`src/nv_host_pkg.sv`:
```
// Constants for the nonvolatile store and recall host controller
package nv_host_pkg;
   localparam int ADDR_W = 15;
   localparam int DATA_W = 8;
   localparam int CMP_W  = 14;
   localparam int SEQ_LEN = 6;
   localparam logic [CMP_W-1:0] SEQ_A0 = 14'h0E38;
   localparam logic [CMP_W-1:0] SEQ_A1 = 14'h31C7;
   localparam logic [CMP_W-1:0] SEQ_A2 = 14'h03E0;
   localparam logic [CMP_W-1:0] SEQ_A3 = 14'h3C1F;
   localparam logic [CMP_W-1:0] SEQ_A4 = 14'h303F;
   localparam logic [CMP_W-1:0] CMD_STORE    = 14'h0FC0;
   localparam logic [CMP_W-1:0] CMD_RECALL   = 14'h0C63;
   localparam logic [CMP_W-1:0] CMD_AS_OFF   = 14'h0B45;
   localparam logic [CMP_W-1:0] CMD_AS_ON    = 14'h0B46;
   localparam logic [1:0] OP_READ   = 2'h0;
   localparam logic [1:0] OP_WRITE  = 2'h1;
   localparam logic [1:0] OP_CMD    = 2'h2;
   localparam logic [1:0] OP_HSTORE = 2'h3;
   localparam logic [2:0] CMD_SEL_STORE  = 3'h0;
   localparam logic [2:0] CMD_SEL_RECALL = 3'h1;
   localparam logic [2:0] CMD_SEL_AS_OFF = 3'h2;
   localparam logic [2:0] CMD_SEL_AS_ON  = 3'h3;
   localparam int CLK_NS = 10;
   localparam int ACCESS_NS = 50;
   localparam int ACCESS_CYC = (ACCESS_NS + CLK_NS - 1) / CLK_NS;
   localparam int STORE_REQ_DELAY_NS = 500;
   localparam int STORE_REQ_DELAY_CYC = (STORE_REQ_DELAY_NS + CLK_NS - 1) / CLK_NS;
   localparam int BUSY_TIMEOUT_US = 20000;
   localparam int BUSY_TIMEOUT_CYC = BUSY_TIMEOUT_US * 1000 / CLK_NS;
   localparam int RECALL_US = 200;
   localparam int RECALL_CYC = RECALL_US * 1000 / CLK_NS;
   typedef enum logic [2:0] {
      IDLE_S, ACC_S, GAP_S, HREQ_S, WAIT_S, RELEASE_S
   } state_type;
endpackage

```
`src/nv_store_recall_control.sv`:
```
// Host controller that drives the nonvolatile static memory pins
// Operation
// RL1: Pulling busy pin low makes the device store after the request delay.
// RL2: Device stores on hardware request only if written since last store/recall.
// RL3: Device holds busy pin low throughout any store.
// RL4: Writes in flight finish within delay; later writes blocked until pin high. The device model drops any access that sees the pin low.
// RL5: Without pending writes device leaves pin alone; host must release it.
// RL6: After store device stays deselected until busy pin returns high.
// RL7: Power-up recall holds busy pin low and blocks accesses.
// RL8: Commands are six reads, first five at the fixed prefix addresses.
// RL9: Sixth read at store address starts a software store.
// RL10: Sixth read at recall address starts a software recall.
// RL11: Sixth read at disable address turns automatic store off.
// RL12: Sixth read at enable address turns automatic store on.
// RL13: Any other access inside the sequence aborts it.
// RL14: Write enable stays high for all six command reads.
// RL15: Only the low 14 address bits are compared.
// RL16: Software store blocks all access until store time elapses.
// RL17: Software recall blocks access until recall time elapses.
// RL18: After changing automatic store, host follows with a store. The controller issues no store itself; the requester must send one.
// RL19: Automatic store is enabled by default.
// RL20: Supply loss with automatic store enabled starts a capacitor store.
// RL21: Software store runs whether or not a write occurred.
// RL22: Sequence restarts at step one after abort or completion.
module nv_store_recall_control
   import nv_host_pkg::*;
#(
   parameter int ACC_CYC    = ACCESS_CYC,
   parameter int DELAY_CYC  = STORE_REQ_DELAY_CYC,
   parameter int TIMEOUT    = BUSY_TIMEOUT_CYC,
   parameter int RECALL_TO  = RECALL_CYC
) (
   // Clock and reset
   input  wire logic                          ref_clk,
   input  wire logic                          rst_b,
   input  wire logic                          clk_en,
   // User request
   input  wire logic                          req_valid,
   input  wire logic [1:0]                    req_op,
   input  wire logic [nv_host_pkg::ADDR_W-1:0] req_addr,
   input  wire logic [nv_host_pkg::DATA_W-1:0] req_wdata,
   input  wire logic [2:0]                    req_cmd,
   output logic                               req_ready,
   output logic                               rsp_valid,
   output logic [nv_host_pkg::DATA_W-1:0]     rsp_rdata,
   output logic                               rsp_timeout,
   // Memory pins
   output logic                               mem_ce_b,
   output logic                               mem_oe_b,
   output logic                               mem_we_b,
   output logic [nv_host_pkg::ADDR_W-1:0]     mem_addr,
   output logic [nv_host_pkg::DATA_W-1:0]     mem_dq_out,
   output logic                               mem_dq_oe,
   input  wire logic [nv_host_pkg::DATA_W-1:0] mem_dq_in,
   // Store busy pin, open drain
   output logic                               store_busy_pin_out,
   output logic                               store_busy_pin_oe,
   input  wire logic                          store_busy_pin_in,
   // Status
   output logic                               autostore_on
);
   import nv_host_pkg::*;

   function automatic logic [CMP_W-1:0] seq_addr(input logic [2:0] step,
                                                 input logic [2:0] cmd);
      logic [CMP_W-1:0] a;
      a = SEQ_A0;
      case (step)
         3'h0: a = SEQ_A0;
         3'h1: a = SEQ_A1;
         3'h2: a = SEQ_A2;
         3'h3: a = SEQ_A3;
         3'h4: a = SEQ_A4;
         default: begin
            case (cmd)
               CMD_SEL_RECALL: a = CMD_RECALL;
               CMD_SEL_AS_OFF: a = CMD_AS_OFF;
               CMD_SEL_AS_ON:  a = CMD_AS_ON;
               default:        a = CMD_STORE;
            endcase
         end
      endcase
      return a;
   endfunction

   state_type         state, next_state;
   logic [31:0]       cnt, next_cnt;
   logic [2:0]        step, next_step;
   logic [1:0]        op, next_op;
   logic [2:0]        cmd, next_cmd;
   logic              next_req_ready, next_rsp_valid, next_rsp_timeout;
   logic [DATA_W-1:0] next_rsp_rdata;
   logic              next_ce_b, next_oe_b, next_we_b, next_dq_oe, next_busy_oe;
   logic [ADDR_W-1:0] next_addr;
   logic [DATA_W-1:0] next_dq_out;
   logic              next_autostore_on;

   always_comb begin
      next_state       = state;
      next_cnt         = cnt;
      next_step        = step;
      next_op          = op;
      next_cmd         = cmd;
      next_req_ready   = 1'b0;
      next_rsp_valid   = 1'b0;
      next_rsp_rdata   = rsp_rdata;
      next_rsp_timeout = rsp_timeout;
      next_ce_b        = mem_ce_b;
      next_oe_b        = mem_oe_b;
      next_we_b        = mem_we_b;
      next_addr        = mem_addr;
      next_dq_out      = mem_dq_out;
      next_dq_oe       = mem_dq_oe;
      next_busy_oe     = store_busy_pin_oe;
      // Tracks the device setting that decides whether a supply loss stores [RL20]
      next_autostore_on = autostore_on;
      case (state)
         IDLE_S: begin
            // Busy low means recall or store under way; no access [RL7] [RL5]
            if (req_valid && req_ready && store_busy_pin_in) begin
               next_op          = req_op;
               next_cmd         = req_cmd;
               next_rsp_timeout = 1'b0;
               next_cnt         = 32'h0;
               next_step        = 3'h0;
               if (req_op == OP_HSTORE) begin
                  next_busy_oe = 1'b1;                  // [RL1]
                  next_state   = HREQ_S;
               end else begin
                  next_ce_b  = 1'b0;
                  // Write enable high for every command read [RL14]
                  next_we_b  = (req_op != OP_WRITE);
                  next_oe_b  = (req_op == OP_WRITE);
                  next_dq_oe = (req_op == OP_WRITE);
                  next_dq_out = req_wdata;
                  // Top address bit held low in commands [RL15]
                  next_addr  = (req_op == OP_CMD) ?
                               {1'b0, seq_addr(3'h0, req_cmd)} : req_addr;
                  next_state = ACC_S;
               end
            end else begin
               next_req_ready = store_busy_pin_in && !req_valid;
               if (store_busy_pin_in && req_valid && !req_ready)
                  next_req_ready = 1'b1;
            end
         end
         ACC_S: begin
            next_cnt = cnt + 32'h1;
            if (cnt >= 32'(ACC_CYC - 1)) begin
               next_rsp_rdata = mem_dq_in;
               next_ce_b  = 1'b1;
               next_oe_b  = 1'b1;
               next_we_b  = 1'b1;
               next_dq_oe = 1'b0;
               next_cnt   = 32'h0;
               next_state = GAP_S;
            end
         end
         GAP_S: begin
            // Six back-to-back reads with nothing between them [RL8] [RL13]
            if (op == OP_CMD && step < 3'(SEQ_LEN - 1)) begin
               next_step  = step + 3'h1;
               next_ce_b  = 1'b0;
               next_oe_b  = 1'b0;
               next_addr  = {1'b0, seq_addr(step + 3'h1, cmd)};
               next_state = ACC_S;
            end else if (op == OP_CMD &&
                         (cmd == CMD_SEL_STORE || cmd == CMD_SEL_RECALL)) begin
               next_state = WAIT_S;                     // [RL9] [RL10] [RL21]
            end else begin
               if (op == OP_CMD && cmd == CMD_SEL_AS_OFF)
                  next_autostore_on = 1'b0;             // [RL11]
               if (op == OP_CMD && cmd == CMD_SEL_AS_ON)
                  next_autostore_on = 1'b1;             // [RL12]
               next_rsp_valid = 1'b1;
               next_step      = 3'h0;                   // [RL22]
               next_state     = IDLE_S;
            end
         end
         HREQ_S: begin
            // Give the device the request delay before releasing [RL4] [RL2]
            next_cnt = cnt + 32'h1;
            if (cnt >= 32'(DELAY_CYC)) begin
               next_busy_oe = 1'b0;                     // [RL5]
               next_cnt     = 32'h0;
               next_state   = WAIT_S;
            end
         end
         WAIT_S: begin
            // Device owns busy pin until store or recall ends [RL3] [RL16] [RL17]
            next_cnt = cnt + 32'h1;
            if (store_busy_pin_in && cnt > 32'h1) begin
               next_state = RELEASE_S;
            end else if (cnt >= 32'(TIMEOUT)) begin
               next_rsp_timeout = 1'b1;
               next_state       = RELEASE_S;
            end
         end
         RELEASE_S: begin
            // Stay off the bus until pin seen high or the timeout flag is set [RL6]
            if (store_busy_pin_in || rsp_timeout) begin
               next_rsp_valid = 1'b1;
               next_step      = 3'h0;
               next_cnt       = 32'h0;
               next_state     = IDLE_S;
            end
         end
         default: next_state = IDLE_S;
      endcase
   end

   always_ff @(posedge ref_clk or negedge rst_b) begin
      if (!rst_b) begin
         state       <= IDLE_S;
         cnt         <= 32'h0;
         step        <= 3'h0;
         op          <= OP_READ;
         cmd         <= CMD_SEL_STORE;
         req_ready   <= 1'b0;
         rsp_valid   <= 1'b0;
         rsp_rdata   <= 8'h00;
         rsp_timeout <= 1'b0;
         mem_ce_b    <= 1'b1;
         mem_oe_b    <= 1'b1;
         mem_we_b    <= 1'b1;
         mem_addr    <= 15'h0000;
         mem_dq_out  <= 8'h00;
         mem_dq_oe   <= 1'b0;
         store_busy_pin_oe <= 1'b0;
         autostore_on <= 1'b1;                          // [RL19]
      end else if (clk_en) begin
         state       <= next_state;
         cnt         <= next_cnt;
         step        <= next_step;
         op          <= next_op;
         cmd         <= next_cmd;
         req_ready   <= next_req_ready;
         rsp_valid   <= next_rsp_valid;
         rsp_rdata   <= next_rsp_rdata;
         rsp_timeout <= next_rsp_timeout;
         mem_ce_b    <= next_ce_b;
         mem_oe_b    <= next_oe_b;
         mem_we_b    <= next_we_b;
         mem_addr    <= next_addr;
         mem_dq_out  <= next_dq_out;
         mem_dq_oe   <= next_dq_oe;
         store_busy_pin_oe <= next_busy_oe;
         autostore_on <= next_autostore_on;
      end
   end

   // Open drain: only ever drives low
   assign store_busy_pin_out = 1'b0;

   a_cmd_we_high: assert property (@(posedge ref_clk) disable iff (!rst_b)
      (op == OP_CMD && !mem_ce_b && state == ACC_S) |-> mem_we_b)   // [RL14]
      else $error("write enable low during command read");
   a_addr_top_zero: assert property (@(posedge ref_clk) disable iff (!rst_b)
      (op == OP_CMD && state == ACC_S) |-> !mem_addr[ADDR_W-1])     // [RL15]
      else $error("top address bit set in command");
   a_no_access_busy: assert property (@(posedge ref_clk) disable iff (!rst_b)
      (state == WAIT_S || state == RELEASE_S) |-> mem_ce_b)         // [RL6]
      else $error("chip selected while busy");
   a_hreq_release: assert property (@(posedge ref_clk) disable iff (!rst_b)
      $rose(store_busy_pin_oe) |=> store_busy_pin_oe[*2])           // [RL1]
      else $error("store request pulse too short");
   a_as_off: assert property (@(posedge ref_clk) disable iff (!rst_b)
      (clk_en && state == GAP_S && op == OP_CMD && step == 3'h5
       && cmd == CMD_SEL_AS_OFF) |=> !autostore_on)                 // [RL11]
      else $error("automatic store not disabled");
   a_as_on: assert property (@(posedge ref_clk) disable iff (!rst_b)
      (clk_en && state == GAP_S && op == OP_CMD && step == 3'h5
       && cmd == CMD_SEL_AS_ON) |=> autostore_on)                   // [RL12]
      else $error("automatic store not enabled");
   a_seq_restart: assert property (@(posedge ref_clk) disable iff (!rst_b)
      (clk_en && rsp_valid) |-> step == 3'h0)                       // [RL22]
      else $error("sequence step not cleared");
   a_od_never_high: assert property (@(posedge ref_clk) disable iff (!rst_b)
      store_busy_pin_oe |-> !store_busy_pin_out)                    // [RL3]
      else $error("busy pin driven high");
   c_store_cmd: cover property (@(posedge ref_clk) disable iff (!rst_b)
      state == WAIT_S && op == OP_CMD);
   c_hw_store: cover property (@(posedge ref_clk) disable iff (!rst_b)
      state == HREQ_S);
   c_timeout: cover property (@(posedge ref_clk) disable iff (!rst_b)
      rsp_timeout);
endmodule

```
`config.mk`:
```
export PLATFORM = sky130hd
export DESIGN_NAME = nv_store_recall_control
export DESIGN_NICKNAME = d
export VERILOG_FILES = /design/src/nv_host_pkg.sv /design/src/nv_store_recall_control.sv
export SDC_FILE = /design/constraint.sdc
export NUM_CORES = 1
export LEC_CHECK = 0
export ABC_CLOCK_PERIOD_IN_PS = 7100
export BUFFER_PORTS_ARGS = -buffer_cell sky130_fd_sc_hd__buf_2
export CORE_MARGIN = 2
export CORE_UTILIZATION = 47
export DETAILED_ROUTE_END_ITERATION = 6
export MAX_ROUTING_LAYER = met4
export PLACE_DENSITY = 0.69
export SLEW_MARGIN = 30
export SYNTH_ARGS = -nofsm -noshare
export SYNTH_HDL_FRONTEND = slang
export SYNTH_SLANG_ARGS = --single-unit
```
`constraint.sdc`:
```
create_clock -name ref_clk -period 7.1 [get_ports ref_clk]
set_input_delay 0.355 -clock ref_clk [delete_from_list [all_inputs] [get_ports ref_clk]]
set_output_delay 0.355 -clock ref_clk [all_outputs]
set_load 0.005 [all_outputs]
```
==> results of run 1 <==
worst paths after layout:
check / endpoint / slack, ps / start
setup / recovery: mem_addr[0] / 4500 / step[0]
hold / removal: mem_addr[13] / 30 / rst_b
setup reg to reg: mem_addr[0] / 4500 / step[0]
hold reg to reg: mem_we_b / 470 / mem_we_b
max in group asynchronous: cnt[15] / 6570 / rst_b
min in group ref_clk: rsp_rdata[3] / 210 / mem_dq_in[3]
worst max-delay path: cells and delay by family (launching register included):
| kind | cells | cell delay, ps |
|---|---|---|
| AO/OA/AOI/OAI | 4 | 800 |
| adder cells (fa/ha/maj) | 2 | 630 |
| AND/OR/NAND/NOR | 1 | 580 |
| flip-flops | 1 | 440 |
registers in the layout, indices dropped and copies added, names as in the netlist:
register,flops
mem_ce_b,1
rsp_rdata,8
req_ready,1
mem_dq_out,8
cnt,32
autostore_on,1
mem_oe_b,1
mem_we_b,1
step,3
rsp_valid,1
mem_addr,15
op,2
mem_dq_oe,1
rsp_timeout,1
state,3
store_busy_pin_oe,1
cmd,3
cells in the mapped netlist (all sizes together) (8+ instances only):
| library cell | count | area share [%] |
|---|---|---|
| a21oi | 15 | 1.6 |
| nor3 | 14 | 1.6 |
| nand3 | 9 | 0.98 |
| o31ai | 9 | 1.5 |
| ha | 8 | 2.2 |
| dfrtp | 79 | 43 |
| nor4 | 18 | 2.4 |
| nand2 | 53 | 4.3 |
| xnor2 | 18 | 3.4 |
| buf | 15 | 1.7 |
| and4 | 8 | 1.5 |
| nand4 | 17 | 2.3 |
| nor2 | 34 | 2.8 |
| inv | 18 | 1.5 |
| mux2 | 21 | 5.1 |
| o21ai | 36 | 3.9 |
| clkbuf | 11 | 0.90 |
| o22ai | 8 | 1.1 |
metal layers:
layer	vias up	GRT usage, %	share of wire (%)
li1	1924	-	-
met1	1907	29.04	47
met2	127	33.62	46
met3	16	3.322	5.5
met4	0	6.883	1.6
met5	-	-	0
layout make-up:
cell class / count / area share [%]
Inverter: 18 / 1.286
Sequential cell: 83 / 39.62
Clock buffer: 9 / 2.357
Clock inverter: 7 / 1.357
Tap cell: 133 / 3.167
Multi-Input combinational cell: 361 / 44.33
Timing Repair Buffer: 81 / 7.881
stage by stage:
stage                     area, um^2  hold slack [ps]  setup slack, ps  std cells  utilization (%)
final                           5255            28.64             4504        692            54.52
after global routing            5255            91.44             4261        692            54.52
after CTS                       5255            58.37             4516        692            54.52
after detailed placement        5060            456.4             4537        676            52.49
after global placement          5056            450.7             4621        676            52.45
after floorplan                 4601            59.41             4717        488                -
power by group through the flow:
stage          Combinational [mW]  Clock (mW)  Sequential (mW)
3_3_place_gp                0.638           0            0.727
6_report                    0.651       0.334            0.725
4_1_cts                     0.654       0.343            0.724
5_1_grt                     0.737       0.362            0.749
2_1_floorplan               0.462           0            0.701
3_5_place_dp                0.651           0            0.734
kinds of logic after synthesis:
family                     share of synthesized area, %
and+or+nand+nor                                   23.85
AOI/OAI and AO/OA                                 15.96
DFF                                               45.25
buffers and inverters                             4.106
muxes                                             5.140
xor gates and xnor gates                          3.427
adders and majority gates                         2.176
other                                           0.08151
==> metrics.yaml, run 1 <==
cts-root-buf: "clkbuf_8"
final_cell_mix: "dfrtp_1, buf_2, nand2_1"
overflow: 0
arrival_ps: 2800
ioPinCount: 82
worst_ep_required_time_ps: 7300
ant_nets: 0
start_util_pct: 47.73
syn2layout_area_growth_pct: 14.22
grt_usage_pct: 21.57
synthFlopType: "dfrtp_1"
ys_types: 65
status: "complete, no violations"
async_reset_ff_share_pct: 100.0
fmax_mhz: 385.2
worstSkewPairLatency_ps: 370
critPathMaxFanout: 9
clock_skew_ps: 11.86
ctsResizeCount: 0
synth-edff-count: 0
p_int_mw: 1.028
slowest_delay_ps: 580
synth_warnings: 0
drive_above_1_share_pct: 23.97
cap_violations: 0
slew_headroom_pct: 45.89
fin_crit_sh_pct: 36.56
grt_pass1_wl_um: 17620
cts_made_buffers: 9
p_total_mw: 1.711
htree_levels: 3
die_h_um: 102.9
power_density_mw_per_mm2: 325.5
viasPerCell: 5.743
crit_type: "reg2reg"
rows: 36
crit_chain: "ha_1 > ha_1 > or4_1 > a21oi_1 > o21ai_0 > a22oi_1 > o21ai_0"
wirelength_um: 10770
dp_hpwl_um: 7698
pwr-share-comb_pct: 38.1
tns_ps: 0
netSwitchingFraction_pct: 39.87
seqCellArea_mm2: 0.002082
grt_antenna_before_repair: 0
cts.sinks: 83
pwr-share-seq_pct: 42.4
synth_area_mm2: 0.004601
startpoint_type: "flip-flop"
tightest_slew_ps: 811.7
core_area_mm2: 0.009639
worst_path_max_delay_cell: "or4_1"
slew_viol_final: 0
clk_pin_slew_ps: 90
hp-class: "in2async"
hold_buffers: 0
ir_worst_vdd_uv: 148.3
grt_pass1_vias: 3655
synthCells: 488
synth_seq_cells: 83
first_iter_violations: 218
antenna_cells: 0
gp_congestion: 0.8501
vias: 3974
die_w_um: 102.9
postCtsSetupBuffers: 0
syn_nets: 537
nNetsFinal: 603
setup_violations: 0
yosysSeqAreaShare_pct: 45.25
cts_tree: "yes"
switching_power_mw: 0.6820
p_leak_nw: 2.325
end_kind: "flip-flop"
finalCriticalPeriod_ps: 2596
syn_avg_cell_area_um2: 9.428
wl_per_cell_um: 15.57
drc: 0
drtPass1Iterations: 4
power_frac_clock_pct: 19.6
finalHoldViolations: 0
dieArea_mm2: 0.01060
numPortBuffers: 80
rsz0062_at_grt: "no"
grt_start_max_net_pins: 84
final.fill_count: 888
multiInputGateArea_mm2: 0.002330
clk_path_buf_depth: 2
r2r_cells: 7
(Power assumes the default switching activity.)
==> inputs of run 2 (changes only) <==
--- a/config.mk
+++ b/config.mk
@@ -5,13 +5,13 @@
 export SDC_FILE = /design/constraint.sdc
 export NUM_CORES = 1
 export LEC_CHECK = 0
-export ABC_CLOCK_PERIOD_IN_PS = 7100
+export ABC_CLOCK_PERIOD_IN_PS = 2120
 export BUFFER_PORTS_ARGS = -buffer_cell sky130_fd_sc_hd__buf_2
 export CORE_MARGIN = 2
 export CORE_UTILIZATION = 47
 export DETAILED_ROUTE_END_ITERATION = 6
 export MAX_ROUTING_LAYER = met4
-export PLACE_DENSITY = 0.69
+export PLACE_DENSITY = 0.72
 export SLEW_MARGIN = 30
 export SYNTH_ARGS = -nofsm -noshare
 export SYNTH_HDL_FRONTEND = slang
==> constraint.sdc (replaced) <==
create_clock -name ref_clk -period 2.12 [get_ports ref_clk]
set_input_delay 0.106 -clock ref_clk [delete_from_list [all_inputs] [get_ports ref_clk]]
set_output_delay 0.106 -clock ref_clk [all_outputs]
set_load 0.005 [all_outputs]
==> run 2 against run 1 <==
Critical endpoint is now mem_addr[7]. Cell area up 13%. Largest cell class unchanged. Highest routed layer unchanged. Non-clock buffer count rose by 66. Cell count is 9.5% higher.
==> metrics.yaml, run 2 (synthesis results as in run 1) <==
wl_per_cell_um: 15.64
setup_violations: 0
rows: 36
hp-class: "in2reg"
cap_violations: 0
antenna_cells: 0
grt_pass1_wl_um: 19260
fin_crit_sh_pct: 98.45
grt_usage_pct: 23.51
worstSkewPairLatency_ps: 380
startpoint_type: "flip-flop"
fin_util_pct: 61.59
ioPinCount: 82
regMostFlops: "cnt"
overflow: 0
final_common_cell: "buf_2"
arrival_ps: 2380
grt_use_met2_pct: 37.51
drtPass1Iterations: 4
power_density_mw_per_mm2: 1089
largest_registers: "cnt (32), mem_addr (15)"
dp_hpwl_um: 8402
fmax_mhz: 479.1
gp_congestion: 0.8516
ir_worst_vdd_uv: 650.6
cts_tree: "yes"
busiest_layer: "met2"
grt_pass1_vias: 4170
met1_usage_pct: 29.81
viasPerCell: 5.580
die_w_um: 102.9
core_area_mm2: 0.009639
dieArea_mm2: 0.01060
cts_made_buffers: 9
final_cell_mix: "buf_2, dfrtp_1, nand2_1"
die_h_um: 102.9
numPortBuffers: 80
finalHoldViolations: 0
worst_ep_required_time_ps: 2420
first_iter_violations: 213
hold_ws_ps: 32.44
start_util_pct: 47.73
grt_antenna_before_repair: 0
end_kind: "flip-flop"
vias: 4230
largest_reg_flops: 32
clock_skew_ps: 18.84
grt_start_max_net_pins: 34
dp_cells: 718
p_total_mw: 6.465
htree_levels: 3
drc: 0
final_cells: 758
drive_above_1_share_pct: 30.40
finalCriticalPeriod_ps: 2087
critPathMaxFanout: 4
rsz0062_at_grt: "yes"
clk_pin_slew_ps: 90
syn2layout_area_growth_pct: 29.05
met3_usage_pct: 4.746
clk_path_buf_depth: 2
status: "complete, no violations"
slew_viol_final: 0
crit_type: "reg2reg"
p_leak_nw: 2.703
wirelength_um: 11850
ant_nets: 0
cts-root-buf: "clkbuf_8"
final.fill_count: 824
cts.sinks: 83
nNetsFinal: 669
tns_ps: 0
==> run 2: final timing paths <==
kind                          endpoint  slack [ps]  cells past startpoint   startpoint
hold / removal             mem_addr[5]          30                      3  req_addr[5]
hold reg to reg               mem_we_b         480                      2     mem_we_b
min in group asynchronous    rsp_valid         220                      2        rst_b
max in group asynchronous     mem_oe_b        1210                      3        rst_b
setup / recovery           mem_addr[7]          30                      7      step[0]
setup reg to reg           mem_addr[7]          30                      7      step[0]
==> run 2: cell type report <==
cell class              count  area, um^2  area share (%)
multi-input cells         361        2404           40.48
flip-flops and latches     83        2085           35.11
repair buffers            147       983.4           16.56
well taps                 133       166.4           2.803
clock buffers               9       123.9           2.086
clock inverters             7       107.6           1.812
inverters                  18       67.56           1.138
==> run 2: repair_timing <==
| action | 4_1_cts | 5_1_grt |
|---|---|---|
| endpoints found under the hold margin | 49 | 0 |
| hold buffers | 21 | 0 |
| buffers inserted | 2 | 1 |
| gates resized for setup | 0 | 13 |
| endpoints found under the setup margin | 1 | 18 |
| pin swaps | 2 | 2 |
==> run 2: layer usage <==
metal	share of wire [%]	vias up
met5	0	-
met1	47	2044
li1	-	2052
met3	4.9	20
met2	47	114
met4	1.7	0
==> run 2: report_power, final <==
part / leakage, nW / internal (mW) / switching, mW
Clock: 0.114 / 0.689 / 0.667
Combinational: 1.51 / 1.30 / 1.44
Sequential: 1.08 / 2.04 / 0.336
Total: 2.70 / 4.02 / 2.44
==> run 2: critical path: stages, from the launching register on <==
cell	delay [ps]
dfrtp_1	420
ha_2	230
ha_4	210
or4_4	460
a221oi_4	350
a21oi_2	90
a2bb2oi_1	130
o21ai_1	130
==> run 2: per-stage QoR <==
| stage | setup slack [ps] | cell area, um^2 |
|---|---|---|
| global placement | 52.63 | 5430 |
| detailed placement | 25.97 | 5430 |
| finish | 32.77 | 5937 |
| CTS | 4.748 | 5887 |
| floorplan | -8.549 | 4644 |
| global route | -50.15 | 5937 |
==> inputs of run 3 (changes only) <==
--- a/config.mk
+++ b/config.mk
@@ -10,6 +10,7 @@
 export CORE_MARGIN = 2
 export CORE_UTILIZATION = 47
 export DETAILED_ROUTE_END_ITERATION = 6
+export HOLD_SLACK_MARGIN = 0.1
 export MAX_ROUTING_LAYER = met4
 export PLACE_DENSITY = 0.72
 export SLEW_MARGIN = 30
==> run 3 against run 2 <==
Global-route usage grew 0.73 points. Cell count grew 2.4%. Critical path depth is the same. Largest power group unchanged. Non-clock buffer count grew 18. Setup slack gained 0.86 ps. Largest cell class unchanged.
==> metrics.yaml, run 3 (synthesis results as in run 1) <==
worstSkewPairLatency_ps: 370
multiInputGateArea_mm2: 0.002404
final.fill_count: 800
die_w_um: 102.9
cts_tree: "yes"
fmax_mhz: 479.3
reg2reg_setup_slack_ps: 30
finalHoldViolations: 0
cts.sinks: 83
setup_violations: 0
vias: 4340
dp_cells: 718
crit_chain: "ha_2 > ha_4 > or4_4 > a221oi_4 > a21oi_2 > a2bb2oi_1 > o21ai_1"
grt_pass1_wl_um: 19840
drtPass1Iterations: 5
start_util_pct: 47.73
finalCriticalPeriod_ps: 2086
netSwitchingFraction_pct: 37.84
critPathMaxFanout: 4
ant_nets: 0
power_frac_clock_pct: 20.8
slowest_delay_ps: 460
holdPathEnd: "mem_addr[6]"
grt_start_max_net_pins: 34
numPortBuffers: 80
slew_viol_final: 0
pwr-share-comb_pct: 42.6
drc: 0
final_common_cell: "buf_2"
dieArea_mm2: 0.01060
htree_levels: 3
worstHoldStart: "req_addr[6]"
cap_violations: 0
clk_pin_slew_ps: 90
final_cells: 776
clock_skew_ps: 13.76
worst_path_max_delay_cell: "or4_4"
die_h_um: 102.9
dp_hpwl_um: 8402
p_leak_nw: 2.777
worst_ep_required_time_ps: 2420
p_int_mw: 4.046
ir_worst_vdd_uv: 623.2
regMostFlops: "cnt"
crit_type: "reg2reg"
cts_made_buffers: 9
rsz0062_at_grt: "yes"
clk_path_buf_depth: 2
hp-class: "in2reg"
largest_registers: "cnt (32), mem_addr (15)"
wl_per_cell_um: 15.70
grt_antenna_before_repair: 0
drive_above_1_share_pct: 29.55
startpoint_type: "flip-flop"
pwr-share-seq_pct: 36.6
overflow: 0
rows: 36
syn2layout_area_growth_pct: 32.96
r2r_start: "step[0]"
cp_num_buf_inv: 0
switching_power_mw: 2.463
antenna_cells: 0
largest_reg_flops: 32
r2r_cells: 7
viasPerCell: 5.593
worstReg2RegEnd: "mem_addr[7]"
seqCellArea_mm2: 0.002085
end_kind: "flip-flop"
grt_usage_pct: 24.24
power_density_mw_per_mm2: 1064
nNetsFinal: 687
wirelength_um: 12190
p_total_mw: 6.509
whs_path_depth: 4
first_iter_violations: 213
grt_pass1_vias: 4226
status: "complete, no violations"
arrival_ps: 2390
ioPinCount: 82
core_area_mm2: 0.009639
fin_crit_sh_pct: 98.41
cts-root-buf: "clkbuf_8"
critPathTopFamily: "compound AO/OA/AOI/OAI gates"
gp_congestion: 0.8516
final_cell_mix: "buf_2, dfrtp_1, nand2_1"
[run 3: cell types whose count changed in the layout (fill, tap and decap cells not counted)]
| cell | before | now |
|---|---|---|
| dlygate4sd3_1 | 21 | 39 |
[run 3: repair_timing]
item	in CTS	in global routing
buffers inserted	2	1
setup endpoints to repair	1	18
resized for setup	0	13
hold endpoints to repair	68	1
pin swaps	2	2
hold buffers	38	1
[run 3: worst max-delay path by stage]
stage | startpoint | end | cells after the start
floorplan | step[1] | mem_addr[7] | 8
global placement | step[1] | mem_addr[7] | 7
detailed placement | step[1] | mem_addr[7] | 7
CTS | step[1] | mem_addr[7] | 7
global route | step[0] | mem_addr[7] | 7
finish | step[0] | mem_addr[7] | 7
[run 3: routing by layer]
metal / wire length (um) / up-vias / share of wire (%) / GRT usage, %
li1: - / 2090 / - / -
met1: 5646 / 2108 / 46 / 30.84
met2: 5823 / 123 / 48 / 39.11
met3: 556 / 19 / 4.6 / 4.610
met4: 159 / 0 / 1.3 / 7.895
met5: 0 / - / 0 / -
[run 3: metrics by stage]
stage | setup TNS (ps) | hold slack (ps) | area, um^2 | utilization, % | setup WS (ps)
floorplan | -8.549 | -189.6 | 4644 | - | -8.549
global placement | 0 | 89.49 | 5430 | 56.33 | 52.63
detailed placement | 0 | 93.89 | 5430 | 56.33 | 25.97
CTS | 0 | 103.7 | 6057 | 62.84 | 4.748
global route | -142.6 | 219.3 | 6117 | 63.46 | -46.70
finish | 0 | 191.2 | 6117 | 63.46 | 33.62
[run 3: final cells by class]
cell class / instances / share of cell area, %
Multi-Input combinational cell: 361 / 39.29
Sequential cell: 83 / 34.08
Timing Repair Buffer: 165 / 19.02
Tap cell: 133 / 2.720
Clock buffer: 9 / 2.025
Clock inverter: 7 / 1.759
Inverter: 18 / 1.105
[run 3: power by group through the flow]
stage                     Sequential (mW)  Combinational, mW  Clock (mW)
after floorplan                      2.35               1.58           0
after global placement               2.38               2.53           0
after detailed placement             2.40               2.58           0
after CTS                            2.36               2.67        1.37
after global routing                 2.44               3.07        1.45
final                                2.38               2.78        1.35
[run 3: worst reg2reg max path, stage by stage (launching register included)]
cell       delay [ps]
dfrtp_1           420
ha_2              230
ha_4              210
or4_4             460
a221oi_4          360
a21oi_2            90
a2bb2oi_1         130
o21ai_1           130
